===== config.mk =====
export PLATFORM = sky130hd
export DESIGN_NAME = rxs_irq_top
export DESIGN_NICKNAME = d
export VERILOG_FILES = /design/src/verilog/rxs_pkg.sv /design/src/verilog/rxs_irq_top.sv /design/src/verilog/rxs_chan.sv
export VERILOG_INCLUDE_DIRS = /design/src /design/src/verilog
export SDC_FILE = /design/constraint.sdc
export NUM_CORES = 1
export LEC_CHECK = 0
export BUFFER_PORTS_ARGS = -buffer_cell sky130_fd_sc_hd__buf_2
export CAP_MARGIN = 20
export CORE_ASPECT_RATIO = 1.2
export CORE_MARGIN = 2
export CORE_UTILIZATION = 37
export DETAILED_ROUTE_END_ITERATION = 8
export PLACE_DENSITY_LB_ADDON = 0.3
export SYNTH_ARGS = -nofsm -noshare
export SYNTH_HDL_FRONTEND = slang
export SYNTH_SLANG_ARGS = --single-unit

===== constraint.sdc =====
create_clock -name ref_clk -period 2.26 [get_ports ref_clk]
set_input_delay 0.339 -clock ref_clk [delete_from_list [all_inputs] [get_ports ref_clk]]
set_output_delay 0.339 -clock ref_clk [all_outputs]
set_load 0.02 [all_outputs]

===== src/verilog/rxs_cfg.svh =====
/*
 * constants for the two-channel receive interrupt block: register offsets,
 * field positions, reset values and sizes.
 * assumes it is included by bare name before any module that uses it.
 */
// Operation
// - enable bit 7 lets channel B underflow request an interrupt
// - reading empty channel B data register flags channel B underflow
// - enable bit 6 lets channel B overflow request an interrupt
// - new channel B byte loaded before previous read flags overflow
// - enable bit 5 lets channel B end of frame request an interrupt
// - channel B end of frame needs a valid bit, then gap exceeded
// - gap length zero ends frame at first invalid bit
// - end of frame stays pending until status register is read
// - enable bit 4 lets channel B full request an interrupt
// - channel B full on byte complete or end of frame partial byte
// - enable bit 3 lets channel A underflow request an interrupt
// - reading empty channel A data register flags channel A underflow
// - enable bit 2 lets channel A overflow request an interrupt
// - new channel A byte loaded before previous read flags overflow
// - enable bit 1 lets channel A end of frame request an interrupt
// - channel A end of frame needs a valid bit, then gap exceeded
// - enable bit 0 lets channel A full request an interrupt
// - channel A full on byte complete or end of frame partial byte
// - gap length is serializer control bits 2 to 0
`ifndef RXS_CFG_SVH
`define RXS_CFG_SVH

// ------------------------------------------------------------------
// register offsets
// ------------------------------------------------------------------
`define RXS_ADDR_CONFIG  8'h05
`define RXS_ADDR_SERDES  8'h06
`define RXS_ADDR_ENABLE  8'h07
`define RXS_ADDR_STATUS  8'h08
`define RXS_ADDR_DATA_A  8'h09
`define RXS_ADDR_DATA_B  8'h0b

// ------------------------------------------------------------------
// reset values and writable masks
// ------------------------------------------------------------------
`define RXS_RST_CONFIG   8'h01
`define RXS_RST_SERDES   8'h03
`define RXS_RST_ENABLE   8'h00
`define RXS_MASK_CONFIG  8'h1b
`define RXS_MASK_SERDES  8'h0f

// ------------------------------------------------------------------
// field positions
// ------------------------------------------------------------------
`define RXS_SERDES_EN_BIT 3
`define RXS_GAP_MSB       2
`define RXS_GAP_LSB       0
`define RXS_RX_INV_BIT    4
// condition slots inside one channel's nibble
`define RXS_SLOT_FULL     0
`define RXS_SLOT_EOF      1
`define RXS_SLOT_FLOW     2
`define RXS_SLOT_UNDER    3
`define RXS_SLOT_VALID    3

// ------------------------------------------------------------------
// sizes
// ------------------------------------------------------------------
`define RXS_NUM_CH        2
`define RXS_BYTE_W        8
`define RXS_GAP_W         3
`define RXS_NIBBLE        4

`endif


===== src/verilog/rxs_pkg.sv =====
/*
 * types shared by the receive interrupt block.
 * assumes rxs_cfg.svh is available for widths.
 */
`default_nettype none
`include "rxs_cfg.svh"

package rxs_pkg;
   // one received byte
   typedef logic [`RXS_BYTE_W-1:0] rxs_byte_t;
   // end-of-frame gap length
   typedef logic [`RXS_GAP_W-1:0]  rxs_gap_t;
   // receiver framing state
   typedef enum logic {
      RXS_IDLE,
      RXS_FRAME
   } rxs_state_t;
endpackage

`default_nettype wire


===== src/verilog/rxs_irq_top.sv =====
/*
 * receive interrupt block for a two-channel baseband: data registers,
 * condition detection, enable register and the interrupt request.
 * assumes a register port driven by the serial host interface, one
 * request a cycle, and correlator bit strobes synchronous to ref_clk.
 */
`default_nettype none
`include "rxs_cfg.svh"

module rxs_irq_top #(
   parameter int NUM_CH = `RXS_NUM_CH
) (
   // clock and reset
   input  wire logic       ref_clk,
   input  wire logic       rst_n,
   // register port
   input  wire logic [7:0] reg_addr,
   input  wire logic [7:0] reg_wdata,
   input  wire logic       reg_wr,
   input  wire logic       reg_rd,
   output logic [7:0]      reg_rdata,
   output logic            reg_rvalid,
   // channel A correlator
   input  wire logic       rxa_tick,
   input  wire logic       rxa_ok,
   input  wire logic       rxa_bit,
   // channel B correlator
   input  wire logic       rxb_tick,
   input  wire logic       rxb_ok,
   input  wire logic       rxb_bit,
   // interrupt request
   output logic            irq
);
   // ------------------------------------------------------------------
   // elaboration checks
   // ------------------------------------------------------------------
   if (NUM_CH != `RXS_NUM_CH) begin : g_bad_ch
      $error("rxs_irq_top serves exactly %0d channels", `RXS_NUM_CH);
   end

   // ------------------------------------------------------------------
   // decode helpers
   // ------------------------------------------------------------------
   // data register address of a channel
   function automatic logic [7:0] data_addr(input int ch);
      data_addr = (ch == 0) ? `RXS_ADDR_DATA_A : `RXS_ADDR_DATA_B;
   endfunction

   // true when a read or write hits the given address
   function automatic logic hit(input logic [7:0] addr, input logic [7:0] target);
      hit = (addr == target);
   endfunction

   // ------------------------------------------------------------------
   // software registers
   // ------------------------------------------------------------------
   logic [7:0]        config_reg;
   logic [7:0]        serdes_ctl;
   logic [7:0]        receive_interrupt_enables;
   rxs_pkg::rxs_gap_t gap_len;
   logic              serdes_en;
   logic              rx_invert;

   assign gap_len   = serdes_ctl[`RXS_GAP_MSB:`RXS_GAP_LSB];
   assign serdes_en = serdes_ctl[`RXS_SERDES_EN_BIT];
   assign rx_invert = config_reg[`RXS_RX_INV_BIT];

   // writes; reserved bits are forced to zero by the masks
   always_ff @(posedge ref_clk or negedge rst_n) begin
      if (!rst_n) begin
         config_reg                <= `RXS_RST_CONFIG;
         serdes_ctl                <= `RXS_RST_SERDES;
         receive_interrupt_enables <= `RXS_RST_ENABLE;
      end else if (reg_wr) begin
         if (hit(reg_addr, `RXS_ADDR_CONFIG)) begin
            config_reg <= reg_wdata & `RXS_MASK_CONFIG;
         end
         if (hit(reg_addr, `RXS_ADDR_SERDES)) begin
            serdes_ctl <= reg_wdata & `RXS_MASK_SERDES;
         end
         if (hit(reg_addr, `RXS_ADDR_ENABLE)) begin
            receive_interrupt_enables <= reg_wdata;
         end
      end
   end

   // ------------------------------------------------------------------
   // receivers
   // ------------------------------------------------------------------
   logic [NUM_CH-1:0]  ch_tick;
   logic [NUM_CH-1:0]  ch_ok;
   logic [NUM_CH-1:0]  ch_bit;
   logic [NUM_CH-1:0]  ch_load;
   logic [NUM_CH-1:0]  ch_all_valid;
   logic [NUM_CH-1:0]  ch_eof;
   rxs_pkg::rxs_byte_t ch_byte [NUM_CH];

   // gather the pins; inversion applies to the bit value only
   assign ch_tick = {rxb_tick, rxa_tick};
   assign ch_ok   = {rxb_ok, rxa_ok};
   assign ch_bit  = {rxb_bit, rxa_bit} ^ {NUM_CH{rx_invert}};

   // ------------------------------------------------------------------
   // per-channel data register and condition flags
   // ------------------------------------------------------------------
   rxs_pkg::rxs_byte_t data_reg [NUM_CH];
   logic [NUM_CH-1:0]  full_flag;
   logic [NUM_CH-1:0]  valid_flag;
   logic [NUM_CH-1:0]  under_flag;
   logic [NUM_CH-1:0]  over_flag;
   logic [NUM_CH-1:0]  eof_flag;
   logic [NUM_CH-1:0]  data_rd;
   logic               status_rd;

   // status read clears the sticky flow and frame flags
   assign status_rd = reg_rd & hit(reg_addr, `RXS_ADDR_STATUS);

   genvar ch;
   generate
      for (ch = 0; ch < NUM_CH; ch++) begin : g_ch
         rxs_chan #(
            .BYTE_W (`RXS_BYTE_W)
         ) u_chan (
            .ref_clk        (ref_clk),
            .rst_n          (rst_n),
            .enable         (serdes_en),
            .gap_len        (gap_len),
            .bit_tick       (ch_tick[ch]),
            .bit_ok         (ch_ok[ch]),
            .bit_val        (ch_bit[ch]),
            .load           (ch_load[ch]),
            .load_byte      (ch_byte[ch]),
            .load_all_valid (ch_all_valid[ch]),
            .eof            (ch_eof[ch])
         );

         assign data_rd[ch] = reg_rd & hit(reg_addr, data_addr(ch));

         // data register takes every transfer from the receiver
         always_ff @(posedge ref_clk or negedge rst_n) begin
            if (!rst_n) begin
               data_reg[ch]   <= '0;
               valid_flag[ch] <= 1'b0;
            end else if (ch_load[ch]) begin
               data_reg[ch]   <= ch_byte[ch];
               valid_flag[ch] <= ch_all_valid[ch];
            end
         end

         // full follows the register contents; a new load beats a read
         always_ff @(posedge ref_clk or negedge rst_n) begin
            if (!rst_n) begin
               full_flag[ch] <= 1'b0;
            end else if (ch_load[ch]) begin
               full_flag[ch] <= 1'b1;
            end else if (data_rd[ch]) begin
               full_flag[ch] <= 1'b0;
            end
         end

         // overflow: load while the previous byte is still unread
         always_ff @(posedge ref_clk or negedge rst_n) begin
            if (!rst_n) begin
               over_flag[ch] <= 1'b0;
            end else if (ch_load[ch] && full_flag[ch] && !data_rd[ch]) begin
               over_flag[ch] <= 1'b1;
            end else if (status_rd) begin
               over_flag[ch] <= 1'b0;
            end
         end

         // underflow: read of an empty register; a same-cycle load does
         // not rescue the read because the old, empty value is returned
         always_ff @(posedge ref_clk or negedge rst_n) begin
            if (!rst_n) begin
               under_flag[ch] <= 1'b0;
            end else if (data_rd[ch] && !full_flag[ch]) begin
               under_flag[ch] <= 1'b1;
            end else if (status_rd) begin
               under_flag[ch] <= 1'b0;
            end
         end

         // end of frame holds until the status read; set wins the tie
         always_ff @(posedge ref_clk or negedge rst_n) begin
            if (!rst_n) begin
               eof_flag[ch] <= 1'b0;
            end else if (ch_eof[ch]) begin
               eof_flag[ch] <= 1'b1;
            end else if (status_rd) begin
               eof_flag[ch] <= 1'b0;
            end
         end
      end
   endgenerate

   // ------------------------------------------------------------------
   // pending conditions and status image
   // ------------------------------------------------------------------
   logic [7:0] pending;
   logic [7:0] status_img;

   // pending laid out exactly like the enable register
   always_comb begin
      pending = '0;
      for (int i = 0; i < NUM_CH; i++) begin
         pending[i*`RXS_NIBBLE + `RXS_SLOT_FULL]  = full_flag[i];
         pending[i*`RXS_NIBBLE + `RXS_SLOT_EOF]   = eof_flag[i];
         pending[i*`RXS_NIBBLE + `RXS_SLOT_FLOW]  = over_flag[i];
         pending[i*`RXS_NIBBLE + `RXS_SLOT_UNDER] = under_flag[i];
      end
   end

   // status shows flags whether or not they are enabled
   always_comb begin
      status_img = '0;
      for (int i = 0; i < NUM_CH; i++) begin
         status_img[i*`RXS_NIBBLE + `RXS_SLOT_FULL]  = full_flag[i];
         status_img[i*`RXS_NIBBLE + `RXS_SLOT_EOF]   = eof_flag[i];
         status_img[i*`RXS_NIBBLE + `RXS_SLOT_FLOW]  = over_flag[i] | under_flag[i];
         status_img[i*`RXS_NIBBLE + `RXS_SLOT_VALID] = valid_flag[i];
      end
   end

   // ------------------------------------------------------------------
   // interrupt request
   // ------------------------------------------------------------------
   // each enable bit gates its own condition, bit for bit:
   // 7 under B 6 over B 5 eof B 4 full B
   // 3 under A 2 over A 1 eof A 0 full A
   always_ff @(posedge ref_clk or negedge rst_n) begin
      if (!rst_n) begin
         irq <= 1'b0;
      end else begin
         irq <= |(pending & receive_interrupt_enables);
      end
   end

   // ------------------------------------------------------------------
   // read data path
   // ------------------------------------------------------------------
   // registered read; unmapped addresses return zero
   always_ff @(posedge ref_clk or negedge rst_n) begin
      if (!rst_n) begin
         reg_rdata  <= '0;
         reg_rvalid <= 1'b0;
      end else begin
         reg_rvalid <= reg_rd;
         if (reg_rd) begin
            case (reg_addr)
               `RXS_ADDR_CONFIG: reg_rdata <= config_reg;
               `RXS_ADDR_SERDES: reg_rdata <= serdes_ctl;
               `RXS_ADDR_ENABLE: reg_rdata <= receive_interrupt_enables;
               `RXS_ADDR_STATUS: reg_rdata <= status_img;
               `RXS_ADDR_DATA_A: reg_rdata <= data_reg[0];
               `RXS_ADDR_DATA_B: reg_rdata <= data_reg[1];
               default:          reg_rdata <= '0;
            endcase
         end
      end
   end
endmodule

`default_nettype wire


===== src/verilog/rxs_chan.sv =====
/*
 * one channel's byte assembler and end-of-frame detector.
 * assumes one bit_tick pulse per bit time, with bit_ok telling whether
 * the correlator found a valid bit in that time.
 */
`default_nettype none
`include "rxs_cfg.svh"

module rxs_chan #(
   parameter int BYTE_W = `RXS_BYTE_W
) (
   // clock and reset
   input  wire logic              ref_clk,
   input  wire logic              rst_n,
   // control
   input  wire logic              enable,
   input  wire rxs_pkg::rxs_gap_t gap_len,
   // correlator bits
   input  wire logic              bit_tick,
   input  wire logic              bit_ok,
   input  wire logic              bit_val,
   // towards the data register and end-of-frame flag
   output logic                   load,
   output rxs_pkg::rxs_byte_t     load_byte,
   output logic                   load_all_valid,
   output logic                   eof
);
   // ------------------------------------------------------------------
   // checks and state
   // ------------------------------------------------------------------
   if (BYTE_W != `RXS_BYTE_W) begin : g_bad_width
      $error("rxs_chan only serves %0d-bit bytes", `RXS_BYTE_W);
   end

   rxs_pkg::rxs_state_t state;
   rxs_pkg::rxs_byte_t  shift;
   logic [3:0]          bit_cnt;
   rxs_pkg::rxs_gap_t   inv_cnt;
   rxs_pkg::rxs_byte_t  next_shift;

   assign next_shift = {shift[BYTE_W-2:0], bit_val};

   // assembler: valid bits shift in msb first, invalid bits count the gap
   always_ff @(posedge ref_clk or negedge rst_n) begin
      if (!rst_n) begin
         state          <= rxs_pkg::RXS_IDLE;
         shift          <= '0;
         bit_cnt        <= '0;
         inv_cnt        <= '0;
         load           <= 1'b0;
         load_byte      <= '0;
         load_all_valid <= 1'b0;
         eof            <= 1'b0;
      end else begin
         load <= 1'b0;
         eof  <= 1'b0;
         if (!enable) begin
            // partial byte dropped when serializer is switched off
            state   <= rxs_pkg::RXS_IDLE;
            bit_cnt <= '0;
            inv_cnt <= '0;
         end else if (bit_tick) begin
            case (state)
               rxs_pkg::RXS_IDLE: begin
                  if (bit_ok) begin
                     state   <= rxs_pkg::RXS_FRAME; // first valid bit opens frame
                     shift   <= next_shift;
                     bit_cnt <= 4'h1;
                     inv_cnt <= '0;
                  end
               end
               rxs_pkg::RXS_FRAME: begin
                  if (bit_ok) begin
                     inv_cnt <= '0;
                     if (bit_cnt == 4'(BYTE_W - 1)) begin
                        load           <= 1'b1; // complete byte
                        load_byte      <= next_shift;
                        load_all_valid <= 1'b1;
                        bit_cnt        <= '0;
                     end else begin
                        bit_cnt <= bit_cnt + 4'h1;
                     end
                     shift <= next_shift;
                  end else if (inv_cnt >= gap_len) begin
                     // this invalid bit makes the gap exceed the length
                     eof     <= 1'b1;
                     state   <= rxs_pkg::RXS_IDLE;
                     inv_cnt <= '0;
                     bit_cnt <= '0;
                     if (bit_cnt != 4'h0) begin
                        load           <= 1'b1; // partial byte moved at frame end
                        load_byte      <= shift;
                        load_all_valid <= 1'b0;
                     end
                  end else begin
                     inv_cnt <= inv_cnt + 3'h1;
                  end
               end
               default: state <= rxs_pkg::RXS_IDLE;
            endcase
         end
      end
   end
endmodule

`default_nettype wire


==> results.cfg <==
[floorplan]
die_w_um = 112.7
die_y_um = 134.4
fp-row-count = 47
core_um2 = 13820
initial_core_util_pct = 37.93
num_io_pins = 36
dieArea_um2 = 15140

[cts]
h-tree-depth = 3
cts_tree = yes
cts_buffer_depth = 2
clock_sinks = 106
root_buffer = clkbuf_16
cts_hold_buf = 0
postCtsSetupBuffers = 0
clkTransAtPathRegs_ns = 0.07
insertion_delay_ns = 0.34
numCtsBuffers = 9

[finish]
stdcell_count = 656
num-fill-cells = 1298
final_layout_size_suffix_gt1_share_pct = 25.36
syn_to_final_growth_pct = 13.39
antenna_cells = 0
nNetsFinal = 518
fin_util_pct = 43.01

[power_and_ir_drop]
p_clk_share_pct = 41.8
power.switching_w = 0.0008818
p_comb_share_pct = 6.6
vdd.ir_drop.worst_uv = 382.4
cellLeakagePower_nw = 2.887
pwr_density_cell_nw_per_um2 = 639.3
sw_frac_of_total_pct = 23.21
power_frac_seq_pct = 51.6
p_int_w = 0.002918

[routing]
drt_wl_total_um = 11360
drt-initial-drc-count = 299
drc_errors = 0
ant_nets = 0
drt-pass1-iter-count = 4
route.detailed.vias_per_inst = 5.413
avgRoutedWirePerCell_um = 17.32
vias = 3551

[placement]
dpl.hpwl_um = 8147
dp.cells = 640
gp_congestion = 0.8289
io_buffers = 35

[synth]
synth_top_cell_area_share_pct = 49.18
yosysSeqAreaShare_pct = 50.68
synth_nets = 481
synth_edf_count = 0
synth_cells = 443
ys_types = 67
synthFlopType = dfrtp_1
syn-cell-area_um2 = 5241
avgSynthCellArea_um2 = 11.83
async_flop_share_pct = 100.0
post-synth-top-area-cell = dfrtp_1
yosysWarnings = 0
synth-seq-cells = 106
synth_area_leaders = dfrtp_1, mux2_2, mux2_1

[sta]
timing_hold_violations_final = 0
fmax_ghz = 0.4925
period_share_pct = 89.84
slew_headroom_pct = 61.67
slew_violations = 0
rsz0062_at_grt = false
worstMarginPinSlew_ns = 0.5749
setup_tns_ns = 0
finalClockSkew_ns = 0.006817
setup_viol = 0
finalCriticalPeriod_ns = 2.030

[critical_path]
end_kind = flip-flop
cp_max_fo = 6
path_class = reg2reg
max_stage_delay_ns = 0.53
arrival_ns = 2.30
cp_slowest_cell = dfstp_2
start_kind = flip-flop
critical_path.cell_chain = inv_1 -> ha_1 -> a21oi_1 -> o21ai_1 -> o31ai_2 -> mux2i_1
crit_required_ns = 2.53

[global_route]
antenna_found_initial = 0
grt.total_usage_pct = 15.79
grt_pass1_wl_um = 18970
overflow = 0
grt_max_degree = 107
grt_pass1_vias = 3649

[status]
status = finished, final reports clean

[hold_path]
hp-class = in2async

[run]
cap_viol_max_count = 0
## power groups by stage
| stage | sequential, W | combinational [W] | clock [W] |
|---|---|---|---|
| detailed placement | 0.00200 | 0.000253 | 0 |
| floorplan | 0.00199 | 0.000133 | 0 |
| global placement | 0.00200 | 0.000247 | 0 |
| CTS | 0.00196 | 0.000254 | 0.00164 |
| finish | 0.00196 | 0.000251 | 0.00159 |
| global route | 0.00196 | 0.000281 | 0.00172 |
## area by class of cell
| cell class | count | area (um^2) | share of cell area (%) |
|---|---|---|---|
| clock buffers | 11 | 242.7 | 4.084 |
| clock inverters | 5 | 61.31 | 1.032 |
| inverters | 15 | 61.31 | 1.032 |
| multi-input cells | 302 | 2435 | 40.97 |
| flip-flops and latches | 106 | 2656 | 44.69 |
| well taps | 171 | 214.0 | 3.600 |
| repair buffers | 46 | 272.8 | 4.589 |
## synthesized netlist by cell type, types with 3 or more instances
cell	number
dfrtp_1	103
mux2_2	41
nand2_1	26
mux2_1	23
a21oi_1	21
nand3_1	15
o21ai_0	15
inv_1	14
nor2_1	13
ha_1	12
mux2i_1	12
buf_2	11
nor2b_1	10
a22oi_1	8
a21o_1	6
a32o_1	6
and3_1	6
clkbuf_1	6
o2bb2ai_1	6
and2_1	5
o21ai_1	5
a22o_1	4
nand2b_1	4
xnor2_1	4
a21boi_0	3
and3b_1	3
dfstp_2	3
nand3b_1	3
nand4_1	3
nor3b_1	3
or4_1	3
## worst paths after layout
kind | startpoint | to | slack [ns] | depth (start not counted)
max | serdes_ctl[1] | g_ch[1].u_chan.bit_cnt[1] | 0.23 | 6
min | rst_n | g_ch[0].u_chan.bit_cnt[2] | 0.02 | 2
max reg2reg | serdes_ctl[1] | g_ch[1].u_chan.bit_cnt[1] | 0.23 | 6
min reg2reg | g_ch[1].u_chan.eof | eof_flag[1] | 0.45 | 1
max in group asynchronous | rst_n | irq | 1.78 | 2
min in group ref_clk | reg_wdata[7] | receive_interrupt_enables[7] | 0.20 | 2
## stage by stage
stage	total power, W	instance area, um^2	setup slack, ns	hold WS, ns
final	0.003799	5943	0.2296	0.02165
after global routing	0.003966	5943	0.03295	0.09875
after CTS	0.003851	5939	0.1506	0.09238
after detailed placement	0.002250	5635	0.1570	0.4454
after global placement	0.002243	5635	0.2173	0.4422
after floorplan	0.002126	5241	0.3707	0.04341
## timing repair
action | in CTS | in global routing
gates resized for setup | 0 | 1
endpoints found under the hold margin | 0 | 0
setup endpoints to repair | 0 | 8
## logic make-up after synthesis
family / count (synthesis) / synth area share [%]
fa+ha+maj: 12 / 2.865
compound gates: 98 / 13.58
simple gates: 109 / 12.60
buf+inv: 35 / 2.936
xor+xnor: 6 / 1.003
mux: 77 / 16.33
flops: 106 / 50.68
## critical path: cells and delay by family, from the launching register on
family	cells	cell delay (ns)
AO/OA/AOI/OAI	3	0.92
adder cells (fa/ha/maj)	1	0.20
flip-flops	1	0.53
multiplexers	1	0.24
buffers and inverters	1	0.07
## cells in the final DEF (no fill, tap or decap), drive strengths merged, types with 5 or more instances in the layout
| cell | n |
|---|---|
| and3 | 6 |
| a32o | 6 |
| ha | 12 |
| clkbuf | 11 |
| dfrtp | 103 |
| o21ai | 21 |
| a21oi | 21 |
| nand3 | 15 |
| mux2 | 65 |
| and2 | 5 |
| nor2b | 10 |
| nand2 | 27 |
| a22oi | 8 |
| mux2i | 12 |
| nor2 | 13 |
| a21o | 6 |
| buf | 46 |
| o2bb2ai | 6 |
| inv | 15 |
## metal layers
metal  track usage, %  part of all wire, %
met1            21.28                   46
met3            3.028                  3.5
met4            5.149                  1.8
met5                0                    0
met2            25.72                   49
(Power assumes the default switching activity.)
